## config.mk

```make
export PLATFORM = sky130hd
export DESIGN_NAME = reference_timing_generator
export DESIGN_NICKNAME = d
export VERILOG_FILES = /design/src/hdl/ref_timing_pkg.sv /design/src/hdl/reference_timing_generator.sv
export VERILOG_INCLUDE_DIRS = /design/src /design/src/hdl
export SDC_FILE = /design/constraint.sdc
export NUM_CORES = 1
export LEC_CHECK = 0
export BUFFER_PORTS_ARGS = -buffer_cell sky130_fd_sc_hd__buf_2
export CAP_MARGIN = 20
export CELL_PAD_IN_SITES_DETAIL_PLACEMENT = 1
export CELL_PAD_IN_SITES_GLOBAL_PLACEMENT = 2
export CORE_MARGIN = 3
export CORE_UTILIZATION = 43
export CTS_CLUSTER_DIAMETER = 80
export CTS_CLUSTER_SIZE = 20
export DETAILED_ROUTE_END_ITERATION = 8
export PLACE_DENSITY_LB_ADDON = 0.1
export SLEW_MARGIN = 20
export SYNTH_ARGS = -nofsm -noshare
export SYNTH_HDL_FRONTEND = slang
export SYNTH_SLANG_ARGS = --single-unit
```

## constraint.sdc

```tcl
create_clock -name clock_i -period 3.4 [get_ports clock_i]
set_input_delay 0.34 -clock clock_i [delete_from_list [all_inputs] [get_ports clock_i]]
set_output_delay 0.34 -clock clock_i [all_outputs]
set_load 0.05 [all_outputs]
```

## src/hdl/ref_timing_params.svh

```systemverilog
/*
 Constants of the reference timing generator: clock rates, decade layout
 and pulse timing. Assumes a 100 MHz core clock and plain-count use.
*/
`ifndef REF_TIMING_PARAMS_SVH
`define REF_TIMING_PARAMS_SVH

// Core clock and logic system clock, in ns
`define RTG_CORE_PERIOD_NS 10
`define RTG_SYS_PERIOD_NS 1000
// Core cycles per system tick, and the last prescale count
`define RTG_TICK_CYCLES (`RTG_SYS_PERIOD_NS / `RTG_CORE_PERIOD_NS)
`define RTG_TICK_LAST 7'((`RTG_TICK_CYCLES) - 1)
`define RTG_TICK_HALF 7'((`RTG_TICK_CYCLES) / 2)
`define RTG_PRESCALE_W 7
// Six decades: 10 us up to 1 s
`define RTG_DECADES 6
`define RTG_DIGIT_LAST 4'h9
`define RTG_DIGIT_ZERO 4'h0
`define RTG_DIGIT_ONE 4'h1

`endif

```

## src/hdl/ref_timing_pkg.sv

```systemverilog
/*
 Types of the reference timing generator: time scales, pulse groups and
 the registered state. Assumes ref_timing_params.svh is on the include path.
*/
`include "ref_timing_params.svh"

package ref_timing_pkg;

	typedef enum logic [1:0] {
		unity_time_scale,
		tenfold_time_scale,
		hundredfold_time_scale,
		thousandfold_time_scale
	} scale_t;

	typedef struct packed {
		logic fixed_pulse_1s;
		logic fixed_pulse_100ms;
		logic fixed_pulse_10ms;
		logic fixed_pulse_1ms;
		logic fixed_pulse_100us;
		logic fixed_pulse_10us;
	} fixed_pulses_t;

	typedef struct packed {
		logic scaled_pulse_1s;
		logic scaled_pulse_100ms;
		logic scaled_pulse_10ms;
		logic scaled_pulse_1ms;
	} scaled_pulses_t;

	typedef struct packed {
		logic [`RTG_PRESCALE_W-1:0] prescale;
		logic outside_prev;
		scale_t scale;
		logic [`RTG_DECADES-1:0][3:0] fixed_digit;
		logic [`RTG_DECADES-1:0][3:0] scaled_digit;
		fixed_pulses_t fixed;
		scaled_pulses_t scaled;
		logic system_clock;
		logic tenfold;
		logic hundredfold;
	} state_t;

endpackage

```

## src/hdl/reference_timing_generator.sv

```systemverilog
/*
 Reference timing generator: selects the logic system clock and derives
 fixed-rate and time-scaled one-tick pulses from decade counters.
 Assumes all inputs are synchronous to clock_i (100 MHz); the outside
 clock is sampled, so it must run well below half the core rate.
*/
// Summary of operation
// - Clock is internal 1 MHz or outside source
// - Select enable picks outside clock; clock output
// - Every pulse lasts one system clock period
// - Fixed pulses every 10 us to 1 s
// - Unity scale: scaled pulses 1 ms to 1 s
// - Higher scales speed scaled pulses by decades
// - Scale flags out; console scale when enabled

module reference_timing_generator
	import ref_timing_pkg::*;
(
	input wire logic clock_i,
	input wire logic arst_n_i,
	input wire logic outside_clock_select_enable_i,
	input wire logic outside_clock_in_i,
	input wire ref_timing_pkg::scale_t panel_scale_i,
	input wire logic console_enable_i,
	input wire logic console_tenfold_i,
	input wire logic console_hundredfold_i,
	output logic system_clock_out_o,
	output ref_timing_pkg::fixed_pulses_t fixed_pulses_o,
	output ref_timing_pkg::scaled_pulses_t scaled_pulses_o,
	output logic tenfold_time_scale_o,
	output logic hundredfold_time_scale_o
);
	import ref_timing_pkg::*;

	////////////////////////////////////////////////////////////////////
	state_t st;
	state_t next_st;
	logic tick;
	logic [`RTG_DECADES:0] fixed_carry;
	logic [`RTG_DECADES:0] scaled_carry;

	// One system clock period per tick, from crystal count or outside edge
	assign tick = outside_clock_select_enable_i ?
		(outside_clock_in_i && !st.outside_prev) :
		(st.prescale == `RTG_TICK_LAST);

	////////////////////////////////////////////////////////////////////
	always_comb begin
		next_st = st;
		fixed_carry = '0;
		scaled_carry = '0;
		// Crystal prescaler runs free so a switch back resumes at once
		if (st.prescale == `RTG_TICK_LAST) begin
			next_st.prescale = '0;
		end else begin
			next_st.prescale = st.prescale + 7'h01;
		end
		next_st.outside_prev = outside_clock_in_i;
		if (outside_clock_select_enable_i) begin
			next_st.system_clock = outside_clock_in_i;
		end else begin
			next_st.system_clock = (st.prescale < `RTG_TICK_HALF);
		end
		// Console scale wins only while enabled; hundredfold over tenfold
		if (console_enable_i) begin
			if (console_hundredfold_i) begin
				next_st.scale = hundredfold_time_scale;
			end else if (console_tenfold_i) begin
				next_st.scale = tenfold_time_scale;
			end else begin
				next_st.scale = unity_time_scale;
			end
		end else begin
			next_st.scale = panel_scale_i;
		end
		next_st.tenfold = (st.scale == tenfold_time_scale);
		next_st.hundredfold = (st.scale == hundredfold_time_scale);
		// Fixed chain: every digit counts from the tick upward
		fixed_carry[0] = tick;
		for (int i = 0; i < `RTG_DECADES; i++) begin
			if (fixed_carry[i]) begin
				next_st.fixed_digit[i] = (st.fixed_digit[i] == `RTG_DIGIT_LAST) ?
					`RTG_DIGIT_ZERO : st.fixed_digit[i] + `RTG_DIGIT_ONE;
			end
			fixed_carry[i+1] = fixed_carry[i] && (st.fixed_digit[i] == `RTG_DIGIT_LAST);
		end
		// Scaled chain: the tick enters at the decade the scale picks,
		// skipped lower digits stay frozen
		for (int i = 0; i < `RTG_DECADES; i++) begin
			if (i == int'(st.scale)) begin
				scaled_carry[i] = tick;
			end
			if (scaled_carry[i]) begin
				next_st.scaled_digit[i] = (st.scaled_digit[i] == `RTG_DIGIT_LAST) ?
					`RTG_DIGIT_ZERO : st.scaled_digit[i] + `RTG_DIGIT_ONE;
			end
			scaled_carry[i+1] = scaled_carry[i] && (st.scaled_digit[i] == `RTG_DIGIT_LAST);
		end
		// Outputs change only on ticks, so each strobe spans one period
		if (tick) begin
			next_st.fixed.fixed_pulse_10us = fixed_carry[1];
			next_st.fixed.fixed_pulse_100us = fixed_carry[2];
			next_st.fixed.fixed_pulse_1ms = fixed_carry[3];
			next_st.fixed.fixed_pulse_10ms = fixed_carry[4];
			next_st.fixed.fixed_pulse_100ms = fixed_carry[5];
			next_st.fixed.fixed_pulse_1s = fixed_carry[6];
			next_st.scaled.scaled_pulse_1ms = scaled_carry[3];
			next_st.scaled.scaled_pulse_10ms = scaled_carry[4];
			next_st.scaled.scaled_pulse_100ms = scaled_carry[5];
			next_st.scaled.scaled_pulse_1s = scaled_carry[6];
		end
	end

	always_ff @(posedge clock_i or negedge arst_n_i) begin
		if (!arst_n_i) begin
			st <= '0;
		end else begin
			st <= next_st;
		end
	end

	assign system_clock_out_o = st.system_clock;
	assign fixed_pulses_o = st.fixed;
	assign scaled_pulses_o = st.scaled;
	assign tenfold_time_scale_o = st.tenfold;
	assign hundredfold_time_scale_o = st.hundredfold;
endmodule
```

==> impl_metrics.toml <==
[status]
status = "finished clean"

[timing]
slew_viol_final = 0
finalHoldViolations = 0
slew_headroom_pct = 40.7
worst_pin_slew_ns = 0.889
grt_setup_unrepaired = "no"
finalCritPeriodShare_pct = 69.6
fin_hold_ws_ns = 0.131
setup_tns_ns = 0
min_period_ns = 2.37
max_freq_mhz = 423
final.setup_skew_ns = 0.0121
setup_viol_count_final = 0

[critical_path]
path_max_fanout = 18
crit_arrival_ns = 2.59
r2r_end = "st[52]"
critPathLaunch = "st[64]"
cp-start-kind = "register"
worstSetupPathType = "register to register"
rr_worst_depth = 6
r2r_slack_ns = 1.03
r2r-start = "st[64]"
crit_path_end_kind = "register"
required_ns = 3.62

[grt]
antenna_found_initial = 0
grt_pass1_vias = 2367
grt_pass1_wl_mm = 11.4
grt_max_degree = 72
grt.overflow.total = 0
gr-usage-all-layers_pct = 15.8

[yosys]
synth.largest_area_cell = "dfrtp_1"
synthMostInstantiatedCell = "dfrtp_1"
synth.distinct_cells = 61
synth_edf_count = 0
synthTopCellsByCount = "dfrtp_1 (71), nand2_1 (38), nor2_1 (19)"
synth-seq-area-share_pct = 51.3
ys_ff_latch = 71
synth.net_count = 334
synth_top_area_share_pct = 51.3
synthCells = 324
synth_warnings = 0
yosys-top-cells-area = "dfrtp_1 (51%), xnor2_1 (4.5%), nand2_1 (4.1%), nand3_1 (2.5%), xor2_1 (2.3%)"
ys.flop_type = "dfrtp_1"
netlist_area_um2 = 3470
synthArstFlopShare_pct = 100
avgSynthCellArea_um2 = 10.7

[worst_hold_path]
min_path_type = "input pin to register"
hold_path_end = "st[63]"
whs_path_depth = 1
hold_start = "outside_clock_in_i"

[place]
port_buffers = 21
place_hpwl_mm = 4.52
dpl.cell_count = 432
place_congestion = 0.731

[finish]
stdcell_count = 448
antennaDiodeCount = 0
nets = 351
seqCellArea_um2 = 1780
fillerInstances = 895
syn_to_final_growth_pct = 9.06
post-route-util_pct = 48.7
drive_above_1_share_pct = 16.2
multiInputGateArea_um2 = 1530

[routing]
wirelength_mm = 6.46
wl_per_cell_um = 14.4
vias = 2340
drc = 0
final_antenna_net_count = 0
drt_iter0_markers = 59
dr.pass1.iters = 4
via_per_inst = 5.22

[cts]
cts_tree = "built"
cts_buffer_depth = 2
numCtsBuffers = 9
clockRootBuffer = "clkbuf_8"
cts_post_setup_buffers_inserted = 0
clk_latency_ns = 0.33
ctsResizeCount = 0
h-tree-depth = 3
hold_buffers = 0
path_clk_slew_ns = 0.08
cts_sinks = 71

[floorplan]
fp.coreArea_um2 = 7770
start_util_pct = 44.6
die_area_um2 = 9170
die_h_um = 95.8
rows = 32
die_w_um = 95.8
io_pins = 22

[pwr]
p_leak_nw = 1.70
power.density_nw_per_um2 = 607
vdd_drop_max_v = 0.000259

[flow_run]
max-cap-violations = 0
-- where the power goes --
part           switching (mW)  internal (mW)
sequential              0.186          0.990
clock                   0.316          0.337
combinational           0.253          0.215
total                   0.754           1.54
-- stage by stage --
| stage | total power [mW] | cell area [um^2] | setup slack [ns] |
|---|---|---|---|
| global route | 2.44 | 3780 | 0.852 |
| global placement | 1.64 | 3590 | 1.04 |
| finish | 2.30 | 3780 | 1.03 |
| CTS | 2.33 | 3780 | 0.983 |
| detailed placement | 1.66 | 3590 | 0.992 |
| floorplan | 1.54 | 3470 | 1.47 |
-- cell usage in the layout (no fill, tap or decap), drive strengths merged, types with 5 or more instances in the layout --
cell and instances:
a22o 5, and3 6, buf 22, clkbuf 10, dfrtp 71, inv 12, mux2 6, nand2 39
nand2b 7, nand3 17, nand4 10, nor2 20, nor2b 12, nor3 6, nor3b 6, o21ai 13
xnor2 19, xor2 9
-- state kept, by name (all words and copies together) (netlist names) --
signal                    count
st                           58
fixed_pulses_o                6
scaled_pulses_o               4
hundredfold_time_scale_o      1
system_clock_out_o            1
tenfold_time_scale_o          1
-- cells by family (layout without fill, tap and decap cells) --
group / count (synthesis) / after routing / synth area share (%)
AND/OR/NAND/NOR: 137 / 137 / 22.3
flip-flops: 71 / 71 / 51.3
AO/OA/AOI/OAI: 50 / 50 / 11.3
XOR/XNOR: 28 / 28 / 7.29
buffers and inverters: 28 / 50 / 4.62
multiplexers: 9 / 9 / 2.92
adder cells (fa/ha/maj): 1 / 1 / 0.361
-- worst max-delay path by stage --
stage                  end  slack, ns
detailed placement  st[52]       0.99
global route        st[52]       0.85
CTS                 st[52]       0.98
floorplan           st[18]       1.47
finish              st[52]       1.03
global placement    st[52]       1.04
-- critical path: stages, from the launching register on --
cell	delay, ns
dfrtp_1	0.39
ha_1	0.26
nand4b_1	0.20
o22a_1	0.75
nor2_2	0.17
and4b_1	0.23
a221o_1	0.25
-- metal layers --
metal,vias to the layer above,GRT usage (%),routed length (um)
li1,1160,-,-
met1,1152,22.1,3280
met2,22,24.1,2930
met3,6,3.36,184
met4,0,6.04,63
met5,-,0,0
-- layout make-up --
type / instances / area share, %
inverters: 12 / 1.19
clock inverters: 6 / 1.62
well taps: 102 / 3.38
clock buffers: 10 / 3.38
flip-flops and latches: 71 / 47.0
multi-input cells: 225 / 40.5
repair buffers: 22 / 2.98
(Power assumes the default switching activity.)
